**src/inc/eict_pkg.sv**
```systemverilog
package eict_pkg;
   // =============================================
   // operand classes and modes
   typedef enum logic [2:0] {
      CLS_ROT_MULTI = 3'h0,
      CLS_PUSH_MULTI = 3'h1,
      CLS_POP_MULTI = 3'h2,
      CLS_LONG_CALL = 3'h3,
      CLS_EXT_ROT = 3'h4,
      CLS_EXT_PUSH = 3'h5,
      CLS_EXT_POP = 3'h6,
      CLS_DOUBLE = 3'h7
   } eict_class_t;
   typedef enum logic [2:0] {
      AM_REG = 3'h0,
      AM_IND = 3'h1,
      AM_AINC = 3'h2,
      AM_IMM = 3'h3,
      AM_IDX = 3'h4,
      AM_SYM = 3'h5,
      AM_ABS = 3'h6
   } eict_mode_t;
   typedef enum logic [1:0] {
      DST_REG = 2'h0,
      DST_PC = 2'h1,
      DST_MEM = 2'h2
   } eict_dst_t;
   typedef enum logic [2:0] {
      OP_TRANSFER = 3'h0,
      OP_TEST = 3'h1,
      OP_COMPARE = 3'h2,
      OP_SUM = 3'h3,
      OP_DIFF = 3'h4,
      OP_OTHER = 3'h5
   } eict_op_t;
   // =============================================
   // widths, reset values and adjustments
   localparam int CYC_W = 6;
   localparam int WRD_W = 3;
   localparam int CNT_W = 5;
   localparam logic [5:0] CYC_RST = 6'h00;
   localparam logic [2:0] WRD_RST = 3'h0;
   localparam logic [5:0] ROT_BASE = 6'h01;
   localparam logic [5:0] MULTI_BASE = 6'h02;
   localparam logic [5:0] REPEAT_BASE = 6'h01;
   localparam logic [5:0] SP_PENALTY = 6'h01;
   localparam logic [5:0] NOWB_BW = 6'h01;
   localparam logic [5:0] NOWB_A = 6'h02;
   localparam logic [5:0] PC_SHORT = 6'h01;
   localparam logic [2:0] MULTI_WORDS = 3'h1;
   localparam logic [4:0] ROT_MAX = 5'h04;
   localparam logic [4:0] MULTI_MAX = 5'h10;
   localparam logic [2:0] ROW_CALL = 3'h0;
   localparam logic [2:0] ROW_ROT_BW = 3'h1;
   localparam logic [2:0] ROW_ROT_A = 3'h2;
   localparam logic [2:0] ROW_PUSH_BW = 3'h3;
   localparam logic [2:0] ROW_PUSH_A = 3'h4;
   localparam logic [2:0] ROW_POP_BW = 3'h5;
   localparam logic [2:0] ROW_POP_A = 3'h6;
   // =============================================
   // single-operand tables, column = source mode; zero words = unsupported
   localparam logic [5:0] F2_CYC [0:6][0:6] = '{
      '{6'h04, 6'h05, 6'h05, 6'h04, 6'h06, 6'h06, 6'h06},
      '{6'h00, 6'h04, 6'h04, 6'h00, 6'h05, 6'h05, 6'h05},
      '{6'h00, 6'h06, 6'h06, 6'h00, 6'h07, 6'h07, 6'h07},
      '{6'h04, 6'h04, 6'h04, 6'h04, 6'h05, 6'h05, 6'h05},
      '{6'h05, 6'h06, 6'h06, 6'h06, 6'h07, 6'h07, 6'h07},
      '{6'h03, 6'h00, 6'h00, 6'h00, 6'h05, 6'h05, 6'h05},
      '{6'h04, 6'h00, 6'h00, 6'h00, 6'h07, 6'h07, 6'h07}};
   localparam logic [2:0] F2_WRD [0:6][0:6] = '{
      '{3'h1, 3'h1, 3'h1, 3'h2, 3'h2, 3'h2, 3'h2},
      '{3'h2, 3'h2, 3'h2, 3'h0, 3'h3, 3'h3, 3'h3},
      '{3'h2, 3'h2, 3'h2, 3'h0, 3'h3, 3'h3, 3'h3},
      '{3'h2, 3'h2, 3'h2, 3'h3, 3'h3, 3'h3, 3'h3},
      '{3'h2, 3'h2, 3'h2, 3'h3, 3'h3, 3'h3, 3'h3},
      '{3'h2, 3'h0, 3'h0, 3'h0, 3'h3, 3'h3, 3'h3},
      '{3'h2, 3'h0, 3'h0, 3'h0, 3'h3, 3'h3, 3'h3}};
   // =============================================
   // double-operand tables, row = source mode, column = destination kind
   localparam logic [5:0] DBL_BW_CYC [0:6][0:2] = '{
      '{6'h02, 6'h03, 6'h05}, '{6'h03, 6'h03, 6'h06}, '{6'h03, 6'h04, 6'h06},
      '{6'h03, 6'h04, 6'h06}, '{6'h04, 6'h05, 6'h07}, '{6'h04, 6'h05, 6'h07},
      '{6'h04, 6'h05, 6'h07}};
   localparam logic [5:0] DBL_A_CYC [0:6][0:2] = '{
      '{6'h02, 6'h03, 6'h07}, '{6'h04, 6'h04, 6'h09}, '{6'h04, 6'h05, 6'h09},
      '{6'h03, 6'h04, 6'h08}, '{6'h05, 6'h06, 6'h0A}, '{6'h05, 6'h06, 6'h0A},
      '{6'h05, 6'h06, 6'h0A}};
   localparam logic [2:0] DBL_WRD [0:6][0:2] = '{
      '{3'h2, 3'h2, 3'h3}, '{3'h2, 3'h2, 3'h3}, '{3'h2, 3'h2, 3'h3},
      '{3'h3, 3'h3, 3'h4}, '{3'h3, 3'h3, 3'h4}, '{3'h3, 3'h3, 3'h4},
      '{3'h3, 3'h3, 3'h4}};
endpackage

```
**src/inc/eict_seq_if.sv**
```systemverilog
`timescale 1ns/1ns
interface eict_seq_if import eict_pkg::*; ();
   logic load;
   logic [CYC_W-1:0] load_cycles;
   logic busy;
   logic done;
   logic [CYC_W-1:0] remaining;
   modport ctrl (output load, output load_cycles, input busy, input done, input remaining);
   modport seq (input load, input load_cycles, output busy, output done, output remaining);
endinterface

```
**src/hdl/eict_seq.sv**
```systemverilog
`timescale 1ns/1ns
module eict_seq import eict_pkg::*; (
   input wire logic core_clk_i,
   input wire logic reset_n_i,
   input wire logic clk_en_i,
   eict_seq_if.seq sq
);
   // =============================================
   // execution cycle counter
   wire last_cycle = sq.remaining == 6'h01;

   always_ff @(posedge core_clk_i) begin
      if (!reset_n_i) begin
         sq.remaining <= CYC_RST;
         sq.busy <= 1'b0;
         sq.done <= 1'b0;
      end else if (clk_en_i) begin
         sq.done <= !sq.load && last_cycle;
         if (sq.load) begin
            sq.remaining <= sq.load_cycles;
            sq.busy <= 1'b1;
         end else if (sq.busy) begin
            // RL21
            sq.remaining <= sq.remaining - 6'h01;
            sq.busy <= !last_cycle;
         end
      end
   end

   // =============================================
   // checks
   load_to_busy_a: assert property ( // RL21
      @(posedge core_clk_i) disable iff (!reset_n_i)
      clk_en_i && sq.load
      |=> sq.busy && sq.remaining == $past(sq.load_cycles))
      else $error("load did not start the count");

   count_end_a: assert property ( // RL21
      @(posedge core_clk_i) disable iff (!reset_n_i)
      clk_en_i && sq.busy && last_cycle && !sq.load
      |=> sq.done && !sq.busy && sq.remaining == CYC_RST)
      else $error("count did not end on its last cycle");
endmodule

```
**src/hdl/eict_top.sv**
```systemverilog
`timescale 1ns/1ns
// Operation
// RL1: multi-bit register rotates take n cycles, one word
// RL2: word push/pop multiple take 2+n, one word
// RL3: 20-bit push/pop multiple take 2+2n, one word
// RL4: long call timing per source addressing mode
// RL5: stack-pointer indexed base adds one cycle
// RL6: byte/word extended rotate right timing
// RL7: 20-bit extended rotate right timing
// RL8: byte/word extended push timing
// RL9: 20-bit extended push timing
// RL10: extended pop timing into register or memory
// RL11: register source to register or program counter
// RL12: register source to memory destination
// RL13: indirect source timing
// RL14: autoincrement like indirect, program counter slower
// RL15: immediate source timing
// RL16: indexed, symbolic or absolute source timing
// RL17: repeated register-register takes n+1 cycles
// RL18: byte/word no-writeback opcodes one cycle less
// RL19: 20-bit no-writeback opcodes two cycles less
// RL20: transfer/sum/difference to program counter one less
// RL21: cycles counted on the core clock
// RL22: unavailable mode combinations get no timing
module eict_top import eict_pkg::*; (
   input wire logic core_clk_i,
   input wire logic reset_n_i,
   input wire logic clk_en_i,
   input wire logic start_i,
   input eict_class_t class_i,
   input wire logic wide_i,
   input eict_mode_t src_mode_i,
   input eict_dst_t dst_kind_i,
   input eict_op_t op_i,
   input wire logic [CNT_W-1:0] count_i,
   input wire logic base_sp_i,
   input wire logic repeat_i,
   output logic busy_o,
   output logic done_o,
   output logic unsupported_o,
   output logic [CYC_W-1:0] cycles_o,
   output logic [WRD_W-1:0] words_o,
   output logic [CYC_W-1:0] remaining_o
);
   // =============================================
   // operand decode
   eict_seq_if sq ();

   wire mode_ok = src_mode_i != 3'h7;
   wire dst_ok = dst_kind_i != 2'h3;
   eict_mode_t mode;
   logic [1:0] dst_idx;
   assign mode = eict_mode_t'(mode_ok ? src_mode_i : AM_REG);
   assign dst_idx = dst_ok ? dst_kind_i : DST_REG;

   wire is_reg = mode == AM_REG;
   wire is_idx = mode == AM_IDX;
   wire is_far_src = mode inside {AM_IMM, AM_IDX, AM_SYM, AM_ABS};
   wire cnt_zero = count_i == 5'h00;
   wire dst_is_reg = dst_idx == DST_REG;
   wire dst_is_pc = dst_idx == DST_PC;
   wire dst_is_mem = dst_idx == DST_MEM;

   wire [CYC_W-1:0] n_once = {1'b0, count_i};
   // a 20-bit register moves as two words
   wire [CYC_W-1:0] n_twice = {count_i, 1'b0};

   wire is_rot_multi = class_i == CLS_ROT_MULTI;
   wire is_stack_multi = class_i inside {CLS_PUSH_MULTI, CLS_POP_MULTI};
   wire is_call = class_i == CLS_LONG_CALL;
   wire is_ext_rot = class_i == CLS_EXT_ROT;
   wire is_ext_push = class_i == CLS_EXT_PUSH;
   wire is_double = class_i == CLS_DOUBLE;

   // =============================================
   // register-only multi-bit and multiple-register forms
   wire [CYC_W-1:0] rot_multi_cyc = n_once; // RL1
   wire rot_multi_bad = !is_reg || cnt_zero || count_i > ROT_MAX; // RL22

   wire [CYC_W-1:0] stack_n = wide_i ? n_twice : n_once; // RL3
   wire [CYC_W-1:0] stack_multi_cyc = MULTI_BASE + stack_n; // RL2
   wire stack_multi_bad = !is_reg || cnt_zero || count_i > MULTI_MAX; // RL22

   // =============================================
   // single-operand table forms
   logic [2:0] f2_row;
   assign f2_row = is_call ? ROW_CALL :
                   is_ext_rot ? (wide_i ? ROW_ROT_A : ROW_ROT_BW) :
                   is_ext_push ? (wide_i ? ROW_PUSH_A : ROW_PUSH_BW) :
                   (wide_i ? ROW_POP_A : ROW_POP_BW);

   wire [CYC_W-1:0] f2_tab_cyc = F2_CYC[f2_row][mode]; // RL4
   wire [WRD_W-1:0] f2_tab_wrd = F2_WRD[f2_row][mode]; // RL8

   // stack pointer as index base costs an address cycle
   wire sp_extra = base_sp_i && is_idx && (is_call || is_ext_push); // RL5
   wire [CYC_W-1:0] sp_add = sp_extra ? SP_PENALTY : CYC_RST;

   wire rot_reg = is_ext_rot && is_reg;
   wire [CYC_W-1:0] rot_reg_cyc = ROT_BASE + n_once; // RL6
   wire [CYC_W-1:0] f2_cyc = rot_reg ? rot_reg_cyc : f2_tab_cyc + sp_add; // RL7
   wire f2_bad = !mode_ok || f2_tab_wrd == WRD_RST || (rot_reg && cnt_zero); // RL22

   // =============================================
   // double-operand forms
   wire [CYC_W-1:0] dbl_bw = DBL_BW_CYC[mode][dst_idx]; // RL13
   wire [CYC_W-1:0] dbl_a = DBL_A_CYC[mode][dst_idx]; // RL16
   wire [CYC_W-1:0] dbl_tab_cyc = wide_i ? dbl_a : dbl_bw; // RL11
   wire [WRD_W-1:0] dbl_wrd = DBL_WRD[mode][dst_idx]; // RL12

   // nothing is written back for these opcodes
   wire no_writeback = op_i inside {OP_TRANSFER, OP_TEST, OP_COMPARE};
   wire nowb_cut = dst_is_mem && no_writeback; // RL18
   wire [CYC_W-1:0] nowb_sub = !nowb_cut ? CYC_RST : wide_i ? NOWB_A : NOWB_BW; // RL19

   wire pc_op = op_i inside {OP_TRANSFER, OP_SUM, OP_DIFF};
   wire pc_cut = dst_is_pc && is_far_src && pc_op; // RL20
   wire [CYC_W-1:0] pc_sub = pc_cut ? PC_SHORT : CYC_RST;

   wire repeat_rr = repeat_i && is_reg && dst_is_reg;
   wire [CYC_W-1:0] repeat_cyc = REPEAT_BASE + n_once; // RL17

   wire [CYC_W-1:0] dbl_cyc = repeat_rr ? repeat_cyc : dbl_tab_cyc - nowb_sub - pc_sub; // RL14
   // repeat is only defined for register to register
   wire repeat_bad = repeat_i && (!repeat_rr || cnt_zero);
   wire dbl_bad = !mode_ok || !dst_ok || repeat_bad; // RL22

   // =============================================
   // selection
   logic [CYC_W-1:0] next_cycles;
   logic [WRD_W-1:0] next_words;
   logic next_unsup;

   assign next_cycles = is_rot_multi ? rot_multi_cyc :
                        is_stack_multi ? stack_multi_cyc :
                        is_double ? dbl_cyc :
                        f2_cyc;
   assign next_words = (is_rot_multi || is_stack_multi) ? MULTI_WORDS :
                       is_double ? dbl_wrd :
                       f2_tab_wrd;
   assign next_unsup = is_rot_multi ? rot_multi_bad :
                       is_stack_multi ? stack_multi_bad :
                       is_double ? dbl_bad :
                       f2_bad;

   // a request during a count is refused, not queued
   wire accept = clk_en_i && start_i && !sq.busy;
   wire take = accept && !next_unsup;

   assign sq.load = take;
   assign sq.load_cycles = next_cycles;

   // =============================================
   // result registers
   always_ff @(posedge core_clk_i) begin
      if (!reset_n_i) begin
         cycles_o <= CYC_RST;
         words_o <= WRD_RST;
         unsupported_o <= 1'b0;
      end else if (accept) begin
         // RL22
         cycles_o <= next_unsup ? CYC_RST : next_cycles;
         words_o <= next_unsup ? WRD_RST : next_words;
         unsupported_o <= next_unsup;
      end
   end

   assign busy_o = sq.busy;
   assign done_o = sq.done;
   assign remaining_o = sq.remaining;

   eict_seq u_seq (
      .core_clk_i(core_clk_i),
      .reset_n_i(reset_n_i),
      .clk_en_i(clk_en_i),
      .sq(sq)
   );

   // =============================================
   // checks
   rot_multi_time_a: assert property ( // RL1
      @(posedge core_clk_i) disable iff (!reset_n_i)
      take && is_rot_multi
      |=> cycles_o == {1'b0, $past(count_i)} && words_o == 3'h1)
      else $error("multi rotate timing wrong");

   word_multi_time_a: assert property ( // RL2
      @(posedge core_clk_i) disable iff (!reset_n_i)
      take && is_stack_multi && !wide_i
      |=> cycles_o == 6'h02 + {1'b0, $past(count_i)} && words_o == 3'h1)
      else $error("word multi stack timing wrong");

   wide_multi_time_a: assert property ( // RL3
      @(posedge core_clk_i) disable iff (!reset_n_i)
      take && is_stack_multi && wide_i
      |=> cycles_o == 6'h02 + {$past(count_i), 1'b0} && words_o == 3'h1)
      else $error("wide multi stack timing wrong");

   call_time_a: assert property ( // RL4
      @(posedge core_clk_i) disable iff (!reset_n_i)
      take && is_call && mode inside {AM_SYM, AM_ABS}
      |=> cycles_o == 6'h06 && words_o == 3'h2)
      else $error("long call memory timing wrong");

   call_imm_a: assert property ( // RL4
      @(posedge core_clk_i) disable iff (!reset_n_i)
      take && is_call && mode == AM_IMM
      |=> cycles_o == 6'h04 && words_o == 3'h2)
      else $error("long call immediate timing wrong");

   sp_penalty_a: assert property ( // RL5
      @(posedge core_clk_i) disable iff (!reset_n_i)
      take && (is_call || is_ext_push) && is_idx
      |=> cycles_o == $past(f2_tab_cyc) + ($past(base_sp_i) ? 6'h01 : 6'h00))
      else $error("stack pointer penalty wrong");

   rot_bw_time_a: assert property ( // RL6
      @(posedge core_clk_i) disable iff (!reset_n_i)
      take && is_ext_rot && !wide_i && mode == AM_IND
      |=> cycles_o == 6'h04 && words_o == 3'h2)
      else $error("byte word rotate timing wrong");

   rot_a_time_a: assert property ( // RL7
      @(posedge core_clk_i) disable iff (!reset_n_i)
      take && is_ext_rot && wide_i && mode == AM_ABS
      |=> cycles_o == 6'h07 && words_o == 3'h3)
      else $error("wide rotate timing wrong");

   push_bw_time_a: assert property ( // RL8
      @(posedge core_clk_i) disable iff (!reset_n_i)
      take && is_ext_push && !wide_i && mode == AM_IMM
      |=> cycles_o == 6'h04 && words_o == 3'h3)
      else $error("byte word push timing wrong");

   push_a_time_a: assert property ( // RL9
      @(posedge core_clk_i) disable iff (!reset_n_i)
      take && is_ext_push && wide_i && is_reg
      |=> cycles_o == 6'h05 && words_o == 3'h2)
      else $error("wide push timing wrong");

   pop_time_a: assert property ( // RL10
      @(posedge core_clk_i) disable iff (!reset_n_i)
      take && class_i == CLS_EXT_POP && is_reg
      |=> cycles_o == ($past(wide_i) ? 6'h04 : 6'h03) && words_o == 3'h2)
      else $error("pop timing wrong");

   reg_src_time_a: assert property ( // RL11
      @(posedge core_clk_i) disable iff (!reset_n_i)
      take && is_double && is_reg && !repeat_i && dst_is_pc
      |=> cycles_o == 6'h03 && words_o == 3'h2)
      else $error("register to program counter timing wrong");

   reg_mem_time_a: assert property ( // RL12
      @(posedge core_clk_i) disable iff (!reset_n_i)
      take && is_double && is_reg && dst_is_mem && op_i == OP_OTHER
      |=> cycles_o == ($past(wide_i) ? 6'h07 : 6'h05) && words_o == 3'h3)
      else $error("register to memory timing wrong");

   ind_src_time_a: assert property ( // RL13
      @(posedge core_clk_i) disable iff (!reset_n_i)
      take && is_double && mode == AM_IND && dst_is_reg
      |=> cycles_o == ($past(wide_i) ? 6'h04 : 6'h03) && words_o == 3'h2)
      else $error("indirect source timing wrong");

   ainc_pc_time_a: assert property ( // RL14
      @(posedge core_clk_i) disable iff (!reset_n_i)
      take && is_double && mode == AM_AINC && dst_is_pc
      |=> cycles_o == ($past(wide_i) ? 6'h05 : 6'h04))
      else $error("autoincrement to program counter wrong");

   imm_mem_time_a: assert property ( // RL15
      @(posedge core_clk_i) disable iff (!reset_n_i)
      take && is_double && mode == AM_IMM && dst_is_mem && op_i == OP_OTHER
      |=> cycles_o == ($past(wide_i) ? 6'h08 : 6'h06) && words_o == 3'h4)
      else $error("immediate to memory timing wrong");

   far_reg_time_a: assert property ( // RL16
      @(posedge core_clk_i) disable iff (!reset_n_i)
      take && is_double && mode inside {AM_IDX, AM_SYM, AM_ABS} && dst_is_reg
      |=> cycles_o == ($past(wide_i) ? 6'h05 : 6'h04) && words_o == 3'h3)
      else $error("indexed source timing wrong");

   repeat_time_a: assert property ( // RL17
      @(posedge core_clk_i) disable iff (!reset_n_i)
      take && is_double && repeat_i
      |=> cycles_o == {1'b0, $past(count_i)} + 6'h01)
      else $error("repeat timing wrong");

   nowb_bw_a: assert property ( // RL18
      @(posedge core_clk_i) disable iff (!reset_n_i)
      take && is_double && is_reg && dst_is_mem && !wide_i && op_i inside {OP_TRANSFER, OP_TEST, OP_COMPARE}
      |=> cycles_o == 6'h04)
      else $error("byte word no writeback cut wrong");

   nowb_a_a: assert property ( // RL19
      @(posedge core_clk_i) disable iff (!reset_n_i)
      take && is_double && mode == AM_IND && dst_is_mem && wide_i && op_i inside {OP_TRANSFER, OP_TEST, OP_COMPARE}
      |=> cycles_o == 6'h07)
      else $error("wide no writeback cut wrong");

   pc_cut_a: assert property ( // RL20
      @(posedge core_clk_i) disable iff (!reset_n_i)
      take && is_double && mode == AM_IMM && dst_is_pc && op_i == OP_SUM
      |=> cycles_o == 6'h03)
      else $error("program counter cut wrong");

   busy_span_a: assert property ( // RL21
      @(posedge core_clk_i) disable iff (!reset_n_i)
      take && next_cycles == 6'h02 ##1 clk_en_i [*2]
      |-> busy_o && $past(busy_o) ##1 !busy_o && done_o)
      else $error("busy span does not match count");

   unsup_a: assert property ( // RL22
      @(posedge core_clk_i) disable iff (!reset_n_i)
      accept && class_i == CLS_EXT_POP && mode inside {AM_IND, AM_AINC, AM_IMM}
      |=> unsupported_o && !busy_o && cycles_o == 6'h00)
      else $error("unavailable mode given a timing");
endmodule

```
**config.mk**
```make
export PLATFORM = sky130hd
export DESIGN_NAME = eict_top
export DESIGN_NICKNAME = d
export VERILOG_FILES = /design/src/inc/eict_pkg.sv /design/src/inc/eict_seq_if.sv /design/src/hdl/eict_seq.sv /design/src/hdl/eict_top.sv
export SDC_FILE = /design/constraint.sdc
export NUM_CORES = 1
export LEC_CHECK = 0
export BUFFER_PORTS_ARGS = -buffer_cell sky130_fd_sc_hd__buf_2
export CORE_ASPECT_RATIO = 1.1
export CORE_UTILIZATION = 40
export DETAILED_ROUTE_END_ITERATION = 8
export GPL_TIMING_DRIVEN = 0
export RECOVER_POWER = 100
export SYNTH_ARGS = -nofsm -noshare
export SYNTH_HDL_FRONTEND = slang
export SYNTH_SLANG_ARGS = --single-unit
export TNS_END_PERCENT = 30
```
**constraint.sdc**
```tcl
create_clock -name core_clk_i -period 4.3 [get_ports core_clk_i]
set_input_delay 0.43 -clock core_clk_i [delete_from_list [all_inputs] [get_ports core_clk_i]]
set_output_delay 0.43 -clock core_clk_i [all_outputs]
set_load 0.01 [all_outputs]
```
==> flow_summary.toml, run 1 <==
[sta]
relSlewSlack_pct = 59.9
hold_viol_final = 0
post-route-period-util_pct = 94.1
clock_skew_ps = 4.06
period_minus_slack_ps = 4050
worst_slew_pin_slew_ps = 593
finalSetupViolCount = 0
final_max_slew_viol_count = 0
max_freq_ghz = 0.247
rsz0062_at_grt = "no"

[layout]
nets = 439
multi_input_area_um2 = 1970
synthToLayoutAreaGrowth_pct = 11.5
seq_area_um2 = 360
final_common_cell = "nand2_1"
num_antenna_cells = 0
mostFrequentLayoutCells = "37 x nand2_1, 29 x o21ai_0, 28 x clkbuf_1"
fillers = 670
fin_area_um2 = 2810
layout-drive-gt1-share_pct = 12.1

[logic_synthesis]
synth_flop_cell = "dfxtp_1"
synthCells = 350
synth_seq_cells = 18
syn_area_um2 = 2520
netlist.area_leader.share_pct = 14.3
synth.avg_cell_area_um2 = 7.21
synth.area.top_cells = "dfxtp_1 14%, ha_1 12%, o21ai_0 5.6%, nand2_1 5.5%, a21oi_1 4.0%"
ys_warn_count = 0
synth.net_count = 400
yosysTopAreaCell = "dfxtp_1"
async_flop_share_pct = 0
yosysSeqAreaShare_pct = 14.3
synth_edf_count = 0
synth.distinct_cells = 69

[route]
drt_iter0_markers = 280
drcViolationCount = 0
drt_pass1_iterations = 5
post_drt_wl_per_cell_um = 15.4
ant_nets = 0
num_vias = 2672
viasPerCell = 5.76
wl_mm = 7.16

[power_and_ir_drop]
peakVddDrop_uv = 190
switching_share_pct = 40.1
powerDensity_nw_per_um2 = 207
pwr-share-seq_pct = 32.5
leakage_nw = 1.17
internal_power_uw = 348
finalPower_uw = 581
p_clk_share_pct = 20.1
power.switching_uw = 233
combinationalPowerShare_pct = 47.3

[setup_path]
cpMaxStageDelayCell = "fa_1"
critPathKind = "in -> reg"
critPathTopFamily = "compound AO/OA/AOI/OAI gates"
start_kind = "primary input"
cp_num_buf_inv = 2
cpPeakStageDelay_ps = 440
cp.required_ps = 4450
crit_chain = "clkbuf_1, ha_1, a21boi_2, inv_1, ha_1, o21ai_0, nand3_1, nand2_1, o21ai_0, fa_1, fa_1, xor2_1, a221oi_1, nor2_1, o31a_1, o221a_2"
cp_data_arrival_time_ps = 4200
cp_max_fo = 8
cp-end-kind = "flop"

[placement]
dp_hpwl_mm = 5.76
place.gp.congestion = 0.934
placement.io_buffers = 34
place_area_um2 = 2790

[clock_tree]
cts-root-buf = "clkbuf_8"
numCtsBuffers = 3
htree_levels = 1
clock_latency_ps = 250
cts_max_path_buffers = 2
clk_transition_reported_paths_ps = 70
cts_tree = "done"
postCtsSetupBuffers = 0
cts.sinks = 18

[global_routing]
grt_overflow = 0
grt_pass1_vias = 2480
grt_start_max_net_pins = 11
antenna_found_initial = 0
grt_use_total_pct = 22.3
grt_pass1_wl_mm = 11.9

[die]
die_y_um = 85.3
start_util_pct = 42.6
core_um2 = 5910
die_area_um2 = 6630
num_io_pins = 41
num_rows = 29
fp.dieW_um = 77.7

[hold_path]
hold_class = "reg -> reg"

[outcome]
status = "completed"

[run]
maxCapViolCount = 0
layout make-up:
| class | count | share of cell area [%] |
|---|---|---|
| well taps | 77 | 3.43 |
| inverters | 25 | 3.47 |
| plain buffers | 20 | 3.43 |
| clock buffers | 3 | 1.47 |
| multi-input cells | 287 | 70.2 |
| repair buffers | 34 | 5.21 |
| flip-flops and latches | 18 | 12.8 |
metal layers:
layer	part of all wire, %	global-route usage [%]	wire [um]	vias to the layer above
met2	46	36.9	3320	75
met4	1.6	6.69	114	0
met1	48	30.3	3450	1231
met5	0	0	0	-
li1	-	-	-	1355
met3	3.8	2.15	272	11
registers in the layout, summed over array words and instances, names as in the netlist:
register and flops:
unsupported_o 1, u_seq.sq.done 1, u_seq.sq.remaining 6, words_o 3, u_seq.sq.busy 1, cycles_o 6
per-stage QoR:
step | instances | TNS [ps] | hold WS (ps) | util [%] | setup WS, ps
2_1_floorplan | 350 | 0 | 475 | - | 576
3_3_place_gp | 461 | -808 | 442 | 47.2 | -138
3_5_place_dp | 461 | -569 | 447 | 47.2 | -126
4_1_cts | 464 | 0 | 457 | 47.9 | 137
5_1_grt | 464 | 0 | 480 | 47.5 | 8.51
6_report | 464 | 0 | 454 | 47.5 | 254
power groups by stage:
| stage | registers [mW] | clock network [mW] | logic (mW) |
|---|---|---|---|
| 2_1_floorplan | 0.196 | 0 | 0.193 |
| 3_3_place_gp | 0.192 | 0 | 0.273 |
| 3_5_place_dp | 0.192 | 0 | 0.275 |
| 4_1_cts | 0.189 | 0.122 | 0.277 |
| 5_1_grt | 0.191 | 0.128 | 0.308 |
| 6_report | 0.189 | 0.117 | 0.275 |
timing repair:
| item | in CTS | in global routing |
|---|---|---|
| gates resized for setup | 0 | 4 |
| hold buffers | 0 | 0 |
| endpoints found under the setup margin | 0 | 11 |
cell families after synthesis:
| logic type | Yosys count | share of synthesized area (%) |
|---|---|---|
| flops | 18 | 14.3 |
| xor+xnor | 8 | 2.78 |
| compound gates | 116 | 31.9 |
| mux | 5 | 2.08 |
| simple gates | 131 | 27.5 |
| buf+inv | 45 | 7.49 |
| fa+ha+maj | 27 | 14.0 |
tightest hold or removal path, cell delays in order, from the launching register on:
cell and delay [ps]:
dfxtp_1 310, nand2_1 50, a21boi_1 50
worst paths after layout:
check                              startpoint                     to  slack [ps]  depth (start not counted)
worst max-delay path            src_mode_i[0]  u_seq.sq.remaining[2]         250                         16
worst min-delay path               words_o[0]             words_o[0]         450                          2
worst max register to register  u_seq.sq.busy  u_seq.sq.remaining[4]        2470                          7
worst min register to register     words_o[0]             words_o[0]         450                          2
cells in the mapped netlist, types with 2 or more instances:
cell / n
nand4_1: 4
mux2_2: 2
nand4b_1: 2
a21boi_1: 3
o21ai_1: 2
nor3_1: 12
nor4_1: 3
xor2_1: 6
a21boi_0: 9
o21a_1: 3
o31ai_2: 2
buf_4: 3
nand2_1: 37
nor2_1: 20
nor2b_1: 6
nand3_1: 15
and3b_1: 2
xnor2_1: 2
fa_1: 2
o221a_2: 2
o21ai_0: 28
a21oi_1: 20
clkbuf_1: 10
o211ai_1: 5
nor3b_1: 5
nand3b_1: 3
o21ai_2: 2
o31a_1: 3
a21o_1: 2
o22ai_1: 3
inv_1: 24
buf_2: 7
mux2i_1: 3
ha_1: 25
or3_1: 3
a221oi_1: 3
a32oi_1: 2
and2_1: 8
o21bai_1: 2
dfxtp_1: 18
nor4b_1: 2
a22oi_1: 4
a31oi_1: 3
o221ai_1: 2
a21boi_2: 2
(Power assumes the default switching activity.)
==> inputs of run 2 (changes only) <==
- CORE_UTILIZATION: 40 -> 30
==> flow_summary.toml, run 2 (synthesis gave the netlist of run 1 again) <==
[die]
die_y_um = 98.2
fp.dieW_um = 89.4
core_um2 = 8040
num_rows = 34
die_area_um2 = 8780
start_util_pct = 31.4
num_io_pins = 41

[setup_path]
critPathKind = "in -> reg"
cp.required_ps = 4450
cp-end-kind = "flop"
start_kind = "primary input"
cp_data_arrival_time_ps = 4140
cp_max_fo = 8

[sta]
max_freq_ghz = 0.251
hold_viol_final = 0
clock_skew_ps = 2.59
post-route-period-util_pct = 92.8
period_minus_slack_ps = 3990
worst_slew_pin_slew_ps = 703
fin_ws_ps = 309
finalSetupViolCount = 0
final_max_slew_viol_count = 0
relSlewSlack_pct = 52.4
rsz0062_at_grt = "no"

[layout]
reg_top3 = "cycles_o x6, u_seq.sq.remaining x6, words_o x3"
fin_area_um2 = 2860
mostFrequentLayoutCells = "37 x nand2_1, 29 x o21ai_0, 28 x clkbuf_1"
seq_area_um2 = 360
layout-drive-gt1-share_pct = 12.1
synthToLayoutAreaGrowth_pct = 13.2
nets = 439
num_antenna_cells = 0
fin_cells = 495
multi_input_area_um2 = 1980
final_core_util_pct = 35.5
fillers = 833
final_common_cell = "nand2_1"

[placement]
place_ws_ps = -177
dp_hpwl_mm = 5.80
placement.io_buffers = 34
place_inst = 492
place.gp.congestion = 0.908
place_area_um2 = 2830

[route]
drt_iter0_markers = 189
post_drt_wl_per_cell_um = 14.9
drcViolationCount = 0
viasPerCell = 5.43
ant_nets = 0
num_vias = 2690
wl_mm = 7.39
drt_pass1_iterations = 4

[power_and_ir_drop]
peakVddDrop_uv = 109
powerDensity_nw_per_um2 = 204
combinationalPowerShare_pct = 47.8
leakage_nw = 1.17
switching_share_pct = 40.3
p_clk_share_pct = 19.8
power.switching_uw = 235
pwr-share-seq_pct = 32.5
internal_power_uw = 348

[global_routing]
top_usage_layer = "met2"
grt_util_met3_pct = 1.86
antenna_found_initial = 0
grt_pass1_wl_mm = 12.2
grt_use_met2_pct = 28.5
grt_pass1_vias = 2487
use_met1_pct = 24.9
grt_overflow = 0
grt_use_total_pct = 17.3
grt_start_max_net_pins = 11

[clock_tree]
cts-root-buf = "clkbuf_8"
ctsHoldBuffers = 0
cts_tree = "done"
clk_transition_reported_paths_ps = 60
cts_max_path_buffers = 2
htree_levels = 1
numCtsBuffers = 3
clock_latency_ps = 250
cts.sinks = 18

[hold_path]
hold_class = "reg -> reg"

[outcome]
status = "completed"

[run]
maxCapViolCount = 0
[run 2: final cells by class]
class / count / area share (%)
buffer: 20 / 3.37
clock buffer: 3 / 1.45
sequential: 18 / 12.6
timing repair buffer: 34 / 5.12
multi-input combinational: 287 / 69.3
tap: 108 / 4.73
inverter: 25 / 3.42
[run 2: worst paths after layout]
check	startpoint	cells past startpoint	slack (ps)	end
setup reg to reg	u_seq.sq.busy	7	2430	u_seq.sq.remaining[3]
setup / recovery	src_mode_i[0]	16	310	u_seq.sq.remaining[2]
hold / removal	words_o[0]	2	460	words_o[0]
hold reg to reg	words_o[0]	2	460	words_o[0]
[run 2: metrics by stage]
stage | TNS (ps) | power, mW | hold slack [ps]
3_5_place_dp | -1070 | 0.468 | 449
6_report | 0 | 0.583 | 459
4_1_cts | 0 | 0.586 | 458
3_3_place_gp | -582 | 0.464 | 442
5_1_grt | 0 | 0.627 | 488
2_1_floorplan | 0 | 0.390 | 475
[run 2: worst max-delay path: stages]
cell      delay (ps)
clkbuf_1         100
ha_1             310
a21oi_2          330
inv_1            150
ha_1             320
o21ai_0          210
nand3_1           90
nand2_1           70
o21ai_0          110
fa_1             430
fa_1             450
xor2_1           190
a221oi_1         270
nor2_1            80
o31a_1           330
o221a_2          290
[run 2: power by group through the flow]
stage / logic [mW] / clock network, mW / registers [mW]
2_1_floorplan: 0.193 / 0 / 0.196
3_3_place_gp: 0.272 / 0 / 0.192
3_5_place_dp: 0.276 / 0 / 0.193
4_1_cts: 0.278 / 0.120 / 0.189
5_1_grt: 0.312 / 0.124 / 0.191
6_report: 0.279 / 0.115 / 0.189
[run 2: routing by layer]
metal	vias to the layer above	wire length (um)
li1	1360	-
met1	1246	3520
met2	71	3500
met3	13	277
met4	0	82
met5	-	0
[run 2: timing repair]
action | CTS | global route
resized for setup | 0 | 6
buffers inserted | 0 | 0
setup endpoints to repair | 0 | 9
==> inputs of run 3 (changes only) <==
- RECOVER_POWER: 100 -> not set
==> flow_summary.toml, run 3 (synthesis gave the netlist of run 1 again) <==
[outcome]
status = "completed"

[hold_path]
hold_class = "reg -> reg"
holdPathEnd = "cycles_o[3]"
holdCritStartpoint = "cycles_o[3]"
whs_path_depth = 2

[setup_path]
rrSetupSlack_ps = 2570
crit_chain = "buf_2, ha_1, a21boi_4, inv_1, ha_1, o21ai_0, nand3_1, nand2_1, o21ai_0, fa_1, fa_1, xor2_1, a221oi_1, nor2_1, o31a_1, o221a_2"
r2r_start = "u_seq.sq.busy"
critPathKind = "in -> reg"
cpMaxStageDelayCell = "fa_1"
cp_max_fo = 8
cpPeakStageDelay_ps = 450
start_kind = "primary input"
ff2ff_path_depth = 7
cp_data_arrival_time_ps = 4150
critPathTopFamily = "adder cells"
r2r-end = "u_seq.sq.remaining[3]"
cp_num_buf_inv = 2
cp.required_ps = 4450
cp-end-kind = "flop"

[route]
drt_iter0_markers = 167
ant_nets = 0
viasPerCell = 5.43
num_vias = 2690
wl_mm = 7.38
post_drt_wl_per_cell_um = 14.9
drcViolationCount = 0
drt_pass1_iterations = 4

[layout]
reg_top3 = "cycles_o x6, u_seq.sq.remaining x6, words_o x3"
synthToLayoutAreaGrowth_pct = 14.5
num_antenna_cells = 0
layout-drive-gt1-share_pct = 17.6
mostFrequentLayoutCells = "41 x buf_2, 37 x nand2_1, 28 x o21ai_0"
final_common_cell = "buf_2"
fillers = 825
fin_area_um2 = 2890
nets = 439

[die]
die_y_um = 98.2
fp.dieW_um = 89.4
start_util_pct = 31.4
core_um2 = 8040
die_area_um2 = 8780
num_io_pins = 41
num_rows = 34

[placement]
dp_hpwl_mm = 5.80
place.gp.congestion = 0.908
place_area_um2 = 2830
placement.io_buffers = 34

[global_routing]
antenna_found_initial = 0
grt_pass1_wl_mm = 12.2
grt_use_total_pct = 17.3
grt_pass1_vias = 2487
grt_start_max_net_pins = 11
grt_overflow = 0

[sta]
post-route-period-util_pct = 93.1
finalSetupViolCount = 0
period_minus_slack_ps = 4000
whs_ps = 453
final_max_slew_viol_count = 0
hold_viol_final = 0
max_freq_ghz = 0.250
relSlewSlack_pct = 54.2
clock_skew_ps = 2.26
worst_slew_pin_slew_ps = 677
rsz0062_at_grt = "no"

[clock_tree]
clock_latency_ps = 250
postCtsSetupBuffers = 0
cts_resized = 0
ctsHoldBuffers = 0
cts.sinks = 18
cts_tree = "done"
clk_transition_reported_paths_ps = 60
htree_levels = 1
numCtsBuffers = 3
cts_max_path_buffers = 2
cts-root-buf = "clkbuf_8"

[power_and_ir_drop]
p_clk_share_pct = 19.6
internal_power_uw = 352
switching_share_pct = 40.0
leakage_nw = 1.26
combinationalPowerShare_pct = 48.2
power.switching_uw = 235
pwr-share-seq_pct = 32.2
peakVddDrop_uv = 108
powerDensity_nw_per_um2 = 203

[run]
maxCapViolCount = 0
-- run 3: stage by stage --
step	TNS [ps]	power [mW]	std cells	util [%]	worst slack, ps
3_3_place_gp	-582	0.464	492	35.2	-116
4_1_cts	0	0.586	495	35.7	83.9
3_5_place_dp	-1070	0.468	492	35.2	-177
2_1_floorplan	0	0.390	350	-	576
6_report	0	0.587	495	35.9	298
5_1_grt	0	0.631	495	35.9	101
-- run 3: worst max path at each step --
stage	from	endpoint	slack, ps	cells past startpoint
2_1_floorplan	src_mode_i[0]	u_seq.sq.remaining[2]	580	15
3_3_place_gp	wide_i	u_seq.sq.remaining[1]	-120	15
3_5_place_dp	wide_i	u_seq.sq.remaining[5]	-180	14
4_1_cts	wide_i	u_seq.sq.remaining[5]	80	14
5_1_grt	src_mode_i[0]	u_seq.sq.remaining[2]	100	16
6_report	src_mode_i[0]	u_seq.sq.remaining[2]	300	16
-- run 3: layout make-up --
class | instances | area [um^2] | share of cell area, %
repair buffers | 34 | 170 | 5.89
plain buffers | 20 | 96.3 | 3.33
inverters | 25 | 97.6 | 3.38
well taps | 108 | 135 | 4.68
multi-input cells | 287 | 1990 | 68.8
clock buffers | 3 | 41.3 | 1.43
flip-flops and latches | 18 | 360 | 12.5
-- run 3: power groups by stage --
stage                     clock network (mW)  registers, mW  logic (mW)
after floorplan                            0          0.196       0.193
after detailed placement                   0          0.193       0.276
final                                  0.115          0.189       0.283
after global routing                   0.124          0.191       0.316
after global placement                     0          0.192       0.272
after CTS                              0.120          0.189       0.278
-- run 3: tightest hold or removal path: stages, from the launching register on --
cell and delay [ps]:
dfxtp_1 310, nand2_1 50, a21boi_1 50
-- run 3: per-layer routing --
| metal | track usage [%] | share of wire, % | vias to the layer above |
|---|---|---|---|
| met2 | 28.5 | 48 | 78 |
| met5 | 0 | 0 | - |
| met4 | 2.08 | 1.1 | 0 |
| li1 | - | - | 1358 |
| met1 | 24.9 | 47 | 1243 |
| met3 | 1.86 | 4.1 | 11 |
